[src/hw/i2f_defs.svh]
// register offsets, field positions and reset values for the i2c status flags block
`ifndef I2F_DEFS_SVH
`define I2F_DEFS_SVH
`define I2F_OFS_CONTROL 12'h000
`define I2F_OFS_STATUS 12'h004
`define I2F_OFS_EVENTS 12'h008
`define I2F_OFS_MASK 12'h00c
`define I2F_OFS_CMD 12'h010
`define I2F_CTL_ENABLE 7
`define I2F_CTL_RELEASE 6
`define I2F_CTL_WAIT_REL 5
`define I2F_CTL_MASTER 0
`define I2F_ST_DIR 3
`define I2F_ST_ACK 2
`define I2F_ST_START 1
`define I2F_ST_STOP 0
`define I2F_CMD_START 0
`define I2F_CMD_ARBLOSS 1
`define I2F_CTL_RESET 8'h00
`define I2F_MASK_RESET 8'h00
`endif

[src/hw/i2f_pkg.sv]
// types shared by the i2c status flags block
package i2f_pkg;
  typedef enum logic [1:0] {
    I2F_IDLE,
    I2F_ADDR,
    I2F_DATA
  } i2f_phase_t;
endpackage

[src/hw/i2f_flags.sv]
// direction, ack-detected and start-detected flags with ahb-lite register access
//
// Design decisions made here: the AHB-Lite slave port and the register addresses.
`include "i2f_defs.svh"

// Notes on behaviour
// - direction flag 0 means receive; data line output released.
// - direction flag 1 drives output latch, from falling edge of ninth clock.
// - as master, generating a start sets the direction flag.
// - as slave, first-byte direction bit 1 sets the direction flag.
// - stop, release, wait-release, enable fall, arbitration loss, reset clear direction.
// - as master, sending direction bit 1 clears the direction flag.
// - as slave, start, direction bit 0, or idle clear the direction flag.
// - data low at rising edge of ninth clock sets ack-detected flag.
// - stop, next byte first clock, release, enable fall, reset clear ack flag.
// - detected start sets start flag; it marks the address phase.
// - stop, first clock after address byte, release, enable fall, reset clear start.
// - wait-release at ninth clock with direction 1 clears it, releases data.
// - release is control bit 6, enable is control bit 7.
module i2f_flags (
  input wire logic hclk,             // system clock
  input wire logic hresetn,          // async reset, active low
  input wire logic hsel,             // slave select
  input wire logic [11:0] haddr,     // byte address
  input wire logic [1:0] htrans,     // transfer type
  input wire logic hwrite,           // write strobe
  input wire logic [2:0] hsize,      // transfer size
  input wire logic [31:0] hwdata,    // write data
  input wire logic hready,           // bus ready in
  output logic [31:0] hrdata,        // read data
  output logic hreadyout,            // always ready
  output logic hresp,                // always okay
  input wire logic scl_in,           // clock line level
  input wire logic sda_in,           // data line level
  input wire logic sout_bit,         // serial output latch bit to drive
  output logic sda_oe,               // high while pulling data line
  output logic sda_out,              // data line drive value
  output logic irq                   // level interrupt
);
  typedef struct packed {
    logic ap_valid;
    logic ap_write;
    logic [11:0] ap_addr;
    logic [31:0] rdata;
    logic [7:0] control;
    logic [7:0] events;
    logic [7:0] mask;
    logic master;
    logic dir;
    logic ack;
    logic start;
    logic drive_en;
    logic [3:0] bit_cnt;
    logic first_byte;
    i2f_pkg::i2f_phase_t phase;
    logic sda_oe;
    logic sda_out;
    logic irq;
  } i2f_state_t;

  i2f_state_t st;
  i2f_state_t next_st;

  logic scl_lvl, scl_rise, scl_fall;
  logic sda_lvl, sda_rise, sda_fall;

  i2f_sync u_scl (
    .hclk(hclk),
    .hresetn(hresetn),
    .line_in(scl_in),
    .level(scl_lvl),
    .rise(scl_rise),
    .fall(scl_fall)
  );

  i2f_sync u_sda (
    .hclk(hclk),
    .hresetn(hresetn),
    .line_in(sda_in),
    .level(sda_lvl),
    .rise(sda_rise),
    .fall(sda_fall)
  );

  function automatic logic is_addr(input logic [11:0] a, input logic [11:0] ofs);
    is_addr = (a == ofs);
  endfunction

  // ---------------------------------------------------------------
  // next state
  // ---------------------------------------------------------------
  logic start_det, stop_det, ninth_rise, ninth_fall, first_rise, lsb_rise;
  logic wr_ctl, wr_evt, wr_mask, wr_cmd, en_fall, rel_cmd, wrel_cmd;
  logic gen_start, arb_loss;
  logic [7:0] ev_set;
  logic [7:0] new_ctl;

  always_comb begin
    next_st = st;
    start_det = scl_lvl & sda_fall;
    stop_det = scl_lvl & sda_rise;
    first_rise = scl_rise & (st.bit_cnt == 4'h0) & (st.phase != i2f_pkg::I2F_IDLE);
    lsb_rise = scl_rise & (st.bit_cnt == 4'h7) & st.first_byte;
    ninth_rise = scl_rise & (st.bit_cnt == 4'h8);
    ninth_fall = scl_fall & (st.bit_cnt == 4'h9);
    wr_ctl = st.ap_valid & st.ap_write & is_addr(st.ap_addr, `I2F_OFS_CONTROL);
    wr_evt = st.ap_valid & st.ap_write & is_addr(st.ap_addr, `I2F_OFS_EVENTS);
    wr_mask = st.ap_valid & st.ap_write & is_addr(st.ap_addr, `I2F_OFS_MASK);
    wr_cmd = st.ap_valid & st.ap_write & is_addr(st.ap_addr, `I2F_OFS_CMD);
    new_ctl = hwdata[7:0];
    // release and wait-release are one-shot commands; they never stay stored
    rel_cmd = wr_ctl & new_ctl[`I2F_CTL_RELEASE];
    wrel_cmd = wr_ctl & new_ctl[`I2F_CTL_WAIT_REL];
    en_fall = wr_ctl & st.control[`I2F_CTL_ENABLE] & ~new_ctl[`I2F_CTL_ENABLE];
    gen_start = wr_cmd & hwdata[`I2F_CMD_START];
    arb_loss = wr_cmd & hwdata[`I2F_CMD_ARBLOSS];

    // bus activity tracking
    if (start_det) begin
      next_st.bit_cnt = 4'h0;
      next_st.first_byte = 1'b1;
      next_st.phase = i2f_pkg::I2F_ADDR;
    end else if (stop_det) begin
      next_st.phase = i2f_pkg::I2F_IDLE;
      next_st.bit_cnt = 4'h0;
    end else if (st.phase != i2f_pkg::I2F_IDLE) begin
      if (scl_rise && st.bit_cnt < 4'h9) begin
        next_st.bit_cnt = st.bit_cnt + 4'h1;
      end
      if (ninth_fall) begin
        next_st.bit_cnt = 4'h0;
        next_st.first_byte = 1'b0;
        next_st.phase = i2f_pkg::I2F_DATA;
      end
    end

    if (wr_ctl) begin
      next_st.control = new_ctl & 8'h81;
      next_st.master = new_ctl[`I2F_CTL_MASTER];
    end

    // direction flag: clears win over sets within one cycle, except a master start command beats the master's direction-bit clear
    if (lsb_rise) begin
      if (st.master) begin
        next_st.dir = ~sout_bit;
      end else begin
        next_st.dir = sda_lvl;
      end
    end
    if (gen_start && st.master) begin
      next_st.dir = 1'b1;
    end
    if (start_det && !st.master) begin
      next_st.dir = 1'b0;
    end
    if (!st.control[`I2F_CTL_ENABLE] || (!st.master && st.phase == i2f_pkg::I2F_IDLE && !gen_start)) begin
      next_st.dir = 1'b0;
    end
    if (stop_det || rel_cmd || wrel_cmd || en_fall || arb_loss) begin
      next_st.dir = 1'b0;
    end

    // drive the latch only once a ninth clock has fallen with the direction flag set
    if (ninth_fall && st.dir) begin
      next_st.drive_en = 1'b1;
    end
    if (!next_st.dir) begin
      next_st.drive_en = 1'b0;
    end
    next_st.sda_oe = next_st.drive_en & ~sout_bit;
    next_st.sda_out = 1'b0;

    if (ninth_rise && !sda_lvl) begin
      next_st.ack = 1'b1;
    end
    if (stop_det || first_rise || rel_cmd || en_fall) begin
      next_st.ack = 1'b0;
    end

    if (first_rise && st.phase == i2f_pkg::I2F_DATA) begin
      next_st.start = 1'b0;
    end
    if (start_det) begin
      next_st.start = 1'b1;
    end
    if (stop_det || rel_cmd || en_fall) begin
      next_st.start = 1'b0;
    end

    // events: hardware set wins over write-one-to-clear
    ev_set = {4'h0, ~st.dir & next_st.dir, ~st.ack & next_st.ack, start_det, stop_det};
    if (wr_evt) begin
      next_st.events = st.events & ~new_ctl;
    end
    next_st.events = next_st.events | ev_set;
    if (wr_mask) begin
      next_st.mask = new_ctl & 8'h0f;
    end
    next_st.irq = |(next_st.events & next_st.mask);

    // ---------------------------------------------------------------
    // ahb-lite slave, zero wait states
    // ---------------------------------------------------------------
    next_st.ap_valid = hsel & hready & htrans[1];
    next_st.ap_write = hwrite;
    next_st.ap_addr = haddr;
    next_st.rdata = 32'h0000_0000;
    if (hsel && hready && htrans[1] && !hwrite) begin
      if (is_addr(haddr, `I2F_OFS_CONTROL)) begin
        next_st.rdata = {24'h00_0000, st.control};
      end else if (is_addr(haddr, `I2F_OFS_STATUS)) begin
        // plain read, no flag is disturbed
        next_st.rdata = {28'h000_0000, st.dir, st.ack, st.start, 1'b0};
      end else if (is_addr(haddr, `I2F_OFS_EVENTS)) begin
        next_st.rdata = {24'h00_0000, st.events};
      end else if (is_addr(haddr, `I2F_OFS_MASK)) begin
        next_st.rdata = {24'h00_0000, st.mask};
      end
    end
  end

  always_ff @(posedge hclk or negedge hresetn) begin
    if (!hresetn) begin
      st <= '0;
      st.control <= `I2F_CTL_RESET;
      st.mask <= `I2F_MASK_RESET;
      st.phase <= i2f_pkg::I2F_IDLE;
    end else begin
      st <= next_st;
    end
  end

  assign hrdata = st.rdata;
  assign hreadyout = 1'b1;
  assign hresp = 1'b0;
  assign sda_oe = st.sda_oe;
  assign sda_out = st.sda_out;
  assign irq = st.irq;

  // ---------------------------------------------------------------
  // checks
  // ---------------------------------------------------------------
  a_recv_release: assert property (@(posedge hclk) disable iff (!hresetn)
    !st.dir |=> !st.sda_oe) else $error("data line driven in receive status");
  a_drive_wait: assert property (@(posedge hclk) disable iff (!hresetn)
    $rose(st.drive_en) |-> $past(ninth_fall)) else $error("drive began before ninth fall");
  a_master_start: assert property (@(posedge hclk) disable iff (!hresetn)
    gen_start && st.master && !arb_loss && !rel_cmd && !wrel_cmd && !en_fall && !stop_det
    && st.control[`I2F_CTL_ENABLE] |=> st.dir) else $error("start did not set direction");
  a_stop_clear: assert property (@(posedge hclk) disable iff (!hresetn)
    stop_det |=> !st.dir && !st.ack && !st.start) else $error("stop left a flag set");
  a_ack_set: assert property (@(posedge hclk) disable iff (!hresetn)
    ninth_rise && !sda_lvl && !stop_det && !rel_cmd && !en_fall |=> st.ack)
    else $error("ack not caught");
  a_ack_clear: assert property (@(posedge hclk) disable iff (!hresetn)
    first_rise |=> !st.ack) else $error("ack kept past next byte");
  a_start_set: assert property (@(posedge hclk) disable iff (!hresetn)
    start_det && !stop_det && !rel_cmd && !en_fall |=> st.start) else $error("start not flagged");
  a_release_clear: assert property (@(posedge hclk) disable iff (!hresetn)
    rel_cmd || en_fall |=> !st.start ##1 !st.sda_oe) else $error("release left start set");
  a_wait_release: assert property (@(posedge hclk) disable iff (!hresetn)
    wrel_cmd |=> !st.dir ##1 !st.sda_oe) else $error("wait-release kept drive");
  a_irq_level: assert property (@(posedge hclk) disable iff (!hresetn)
    st.irq == |(st.events & st.mask)) else $error("irq disagrees with events");
endmodule

[src/hw/i2f_sync.sv]
// two-flop synchroniser and edge finder for the bus lines
module i2f_sync (
  input wire logic hclk,      // system clock
  input wire logic hresetn,   // async reset, active low
  input wire logic line_in,   // raw bus line
  output logic level,         // synchronised level
  output logic rise,          // one-cycle pulse on rising edge
  output logic fall           // one-cycle pulse on falling edge
);
  typedef struct packed {
    logic s1;
    logic s2;
    logic s3;
  } i2f_sync_state_t;

  i2f_sync_state_t st;
  i2f_sync_state_t next_st;

  always_comb begin
    next_st = st;
    next_st.s1 = line_in;
    next_st.s2 = st.s1;
    next_st.s3 = st.s2;
  end

  always_ff @(posedge hclk or negedge hresetn) begin
    if (!hresetn) begin
      st <= 3'b111;
    end else begin
      st <= next_st;
    end
  end

  assign level = st.s2;
  assign rise = st.s2 & ~st.s3;
  assign fall = ~st.s2 & st.s3;
endmodule

[config.mk]
export PLATFORM = sky130hd
export DESIGN_NAME = i2f_flags
export DESIGN_NICKNAME = d
export VERILOG_FILES = /design/src/hw/i2f_pkg.sv /design/src/hw/i2f_flags.sv /design/src/hw/i2f_sync.sv
export VERILOG_INCLUDE_DIRS = /design/src /design/src/hw
export SDC_FILE = /design/constraint.sdc
export NUM_CORES = 1
export LEC_CHECK = 0
export ABC_AREA = 1
export BUFFER_PORTS_ARGS = -buffer_cell sky130_fd_sc_hd__buf_4
export CAP_MARGIN = 40
export CORE_MARGIN = 2
export CORE_UTILIZATION = 50
export CTS_CLUSTER_SIZE = 40
export DETAILED_ROUTE_END_ITERATION = 8
export PLACE_DENSITY_LB_ADDON = 0.08
export SETUP_SLACK_MARGIN = 0.1
export SYNTH_ARGS = -nofsm -noshare
export SYNTH_HDL_FRONTEND = slang
export SYNTH_HIERARCHICAL = 1
export SYNTH_SLANG_ARGS = --single-unit
[constraint.sdc]
create_clock -name hclk -period 2.82 [get_ports hclk]
set_input_delay 0.423 -clock hclk [delete_from_list [all_inputs] [get_ports hclk]]
set_output_delay 0.423 -clock hclk [all_outputs]
set_load 0.02 [all_outputs]
==> results.toml <==
[outcome]
status = "finished clean"

[final_layout]
drive_gt1_share_pct = 21.3
areaGrowthSynthToFinish_pct = 13.0
n_antenna_cell = 0
final_nets = 450

[timing]
final_max_slew_viol_count = 0
setup_viol_count_final = 0
fin_crit_sh_pct = 67.3
hold_violations = 0
fin_worst_skew_ps = 8.28
fmax_ghz = 0.527
rsz0062_at_grt = "false"
timing.hold.ws_ps = 151
fin_tns_setup_ps = 0
tightest_slew_ps = 727
period_needed_ps = 1900
slew-limit-headroom_pct = 51.6

[die]
die_x_um = 81.7
rows = 28
ios = 94
die_h_um = 81.7
core_area_um2 = 5890
die_area_um2 = 6680
start_util_pct = 51.3

[global_routing]
grt_max_degree = 60
antenna_found_initial = 0
grt_pass1_wl_mm = 9.37
track_usage_pct = 19.1
grt_pass1_vias = 2022
grt.overflow.total = 0

[min_path]
hp-class = "primary input to async pin"

[detailed_routing]
drtIter0Drc = 77
wire_per_inst_um = 12.6
drc_errors = 0
num_vias = 2215
dr.pass1.iters = 4
viasPerCell = 4.72
drt-total-wl_mm = 5.90
ant_nets = 0

[critical_path]
crit_required_ps = 3050
worstSetupPathType = "register to register"
worst-path-buf-inv = 1
arrival_ps = 2130
cp_max_fo = 5
cp-start-kind = "register"
slowest_stage = "dfstp_2"
cpLargestDelayFamily = "simple AND/OR/NAND/NOR gates"
max_stage_delay_ps = 560
crit_top_cell = "nor2_1"
path_cells = "inv_1 -> nor2_1 -> nand2_1 -> nor4_1 -> nor2_1 -> nand3b_1 -> a21oi_1 -> nor2_1 -> nand2_1"
r2r-start = "u_scl/level"
endpoint_kind = "register"
crit_start = "u_scl/level"

[clock_network]
htreeDepth = 3
clock_sinks = 59
path_clk_slew_ps = 70
cts_buffers = 9
cts_tree = "built"
clock_path_buffers = 2
hold_buffers = 0
ctsResizeCount = 0
post-cts-setup-buffers = 0
clock-root-buffer = "clkbuf_8"
clkLatencyLatePin_ps = 340

[synthesis]
ys_types = 35
yosysMostFrequentCell = "nand2_1"
netlist.area_leader.share_pct = 43.9
synth_edf_count = 0
synth_top_flop_cell = "dfrtp_1"
syn_area_um2 = 3020
synth_top_family_by_area = "simple AND/OR/NAND/NOR gates"
synth_largest_area_cell = "dfrtp_1"
netlist_instances = 351
synth_mux_area_share_pct = 0
ys_ff_latch = 59
async_reset_ff_share_pct = 100
yosys-top-cells-count = "57 x nand2_1, 54 x inv_1, 53 x dfrtp_1"
ys_seq_area_share_pct = 49.2
yosys.area_share.xor_xnor_pct = 0.290
synth_fa_ha_area_share_pct = 1.66
synth-simple-area-share_pct = 24.9
synthTopCellsByArea = "dfrtp_1 44%, buf_4 8.7%, nand2_1 7.1%"
synth-compound-area-share_pct = 6.96
syn_area_per_cell_um2 = 8.60
ys_warn_count = 6

[pwr]
combPwrFrac_pct = 12.7
power_frac_clock_pct = 38.9
intPower_mw = 1.41
sequentialPowerShare_pct = 48.5
p_switching_mw = 0.536
leakage_nw = 1.84
p_sw_share_pct = 27.5
powerDensity_nw_per_um2 = 571
peakVddDrop_mv = 0.384

[place]
gp_congestion = 0.821
dp_hpwl_mm = 4.46
portBuffers = 38

[job]
max_cap_viol_count = 0
==> cell type report <==
class                           count  area [um^2]
Fill cell                         547         2470
Sequential cell                    59         1480
Tap cell                           75         93.8
Clock buffer                       11          141
Multi-Input combinational cell    219         1120
Inverter                           62          233
Timing Repair Buffer               38          285
Clock inverter                      5         52.6
==> path summary, 6_finish.rpt <==
check / endpoint / slack [ps] / depth (start not counted)
min in group hclk: u_sda/next_st[1] / 180 / 1
max in group asynchronous: st[21] / 2200 / 1
max: irq / 920 / 9
min reg2reg: u_scl/level / 360 / 0
max reg2reg: irq / 920 / 9
min: st[82] / 150 / 1
==> through the flow <==
step	cell area, um^2	instances	power [mW]	worst slack [ps]	util [%]
final	3410	469	1.95	922	58.0
after global routing	3410	469	2.05	696	58.0
after CTS	3410	469	1.97	925	58.0
after detailed placement	3220	453	1.21	923	54.7
after global placement	3220	453	1.20	927	54.7
after floorplan	3110	376	1.14	1200	-
==> power groups by stage <==
stage	logic, mW	clock network, mW	registers, mW
floorplan	0.193	0	0.947
global placement	0.243	0	0.959
detailed placement	0.248	0	0.961
CTS	0.249	0.777	0.945
global route	0.284	0.808	0.955
finish	0.247	0.758	0.945
==> routing by layer <==
metal / wire length (um) / part of all wire [%] / global-route usage (%)
met2: 2650 / 45 / 29.3
met3: 307 / 5.2 / 4.29
met4: 154 / 2.6 / 10.8
met5: 0 / 0 / 0
met1: 2790 / 47 / 25.1
==> layout by cell type (no fill, tap or decap), types with 2 or more instances in the layout <==
| cell | n |
|---|---|
| conb_1 | 27 |
| a21oi_1 | 9 |
| nand3_1 | 19 |
| o21ai_1 | 4 |
| nor4_2 | 2 |
| dfrtp_1 | 53 |
| clkinv_1 | 2 |
| clkinv_2 | 3 |
| inv_1 | 54 |
| nand4_1 | 11 |
| nand2_2 | 5 |
| o21ai_0 | 8 |
| nor2_4 | 2 |
| inv_2 | 6 |
| dfstp_2 | 6 |
| o211ai_1 | 6 |
| nor2_1 | 37 |
| o21bai_1 | 2 |
| buf_4 | 38 |
| ha_1 | 4 |
| nand2_1 | 57 |
| nor2_2 | 3 |
| o22ai_1 | 6 |
| nor3_1 | 6 |
| clkbuf_8 | 10 |
==> flip-flops by register name, summed over array words and instances, names as in the netlist <==
| register | count |
|---|---|
| u_sda/next_st | 1 |
| st | 43 |
| u_scl/st | 1 |
| u_sda/level | 1 |
| u_scl/level | 1 |
| u_sda/st | 1 |
| irq | 1 |
| hrdata | 8 |
| u_scl/next_st | 1 |
| sda_oe | 1 |
==> cell families after synthesis <==
| group | Yosys count |
|---|---|
| and+or+nand+nor | 151 |
| DFF | 59 |
| AOI/OAI and AO/OA | 36 |
| buffers and inverters | 98 |
| adders and majority gates | 4 |
| xor gates and xnor gates | 1 |
| other | 2 |
Note: power is estimated with default switching activity, not from simulation.
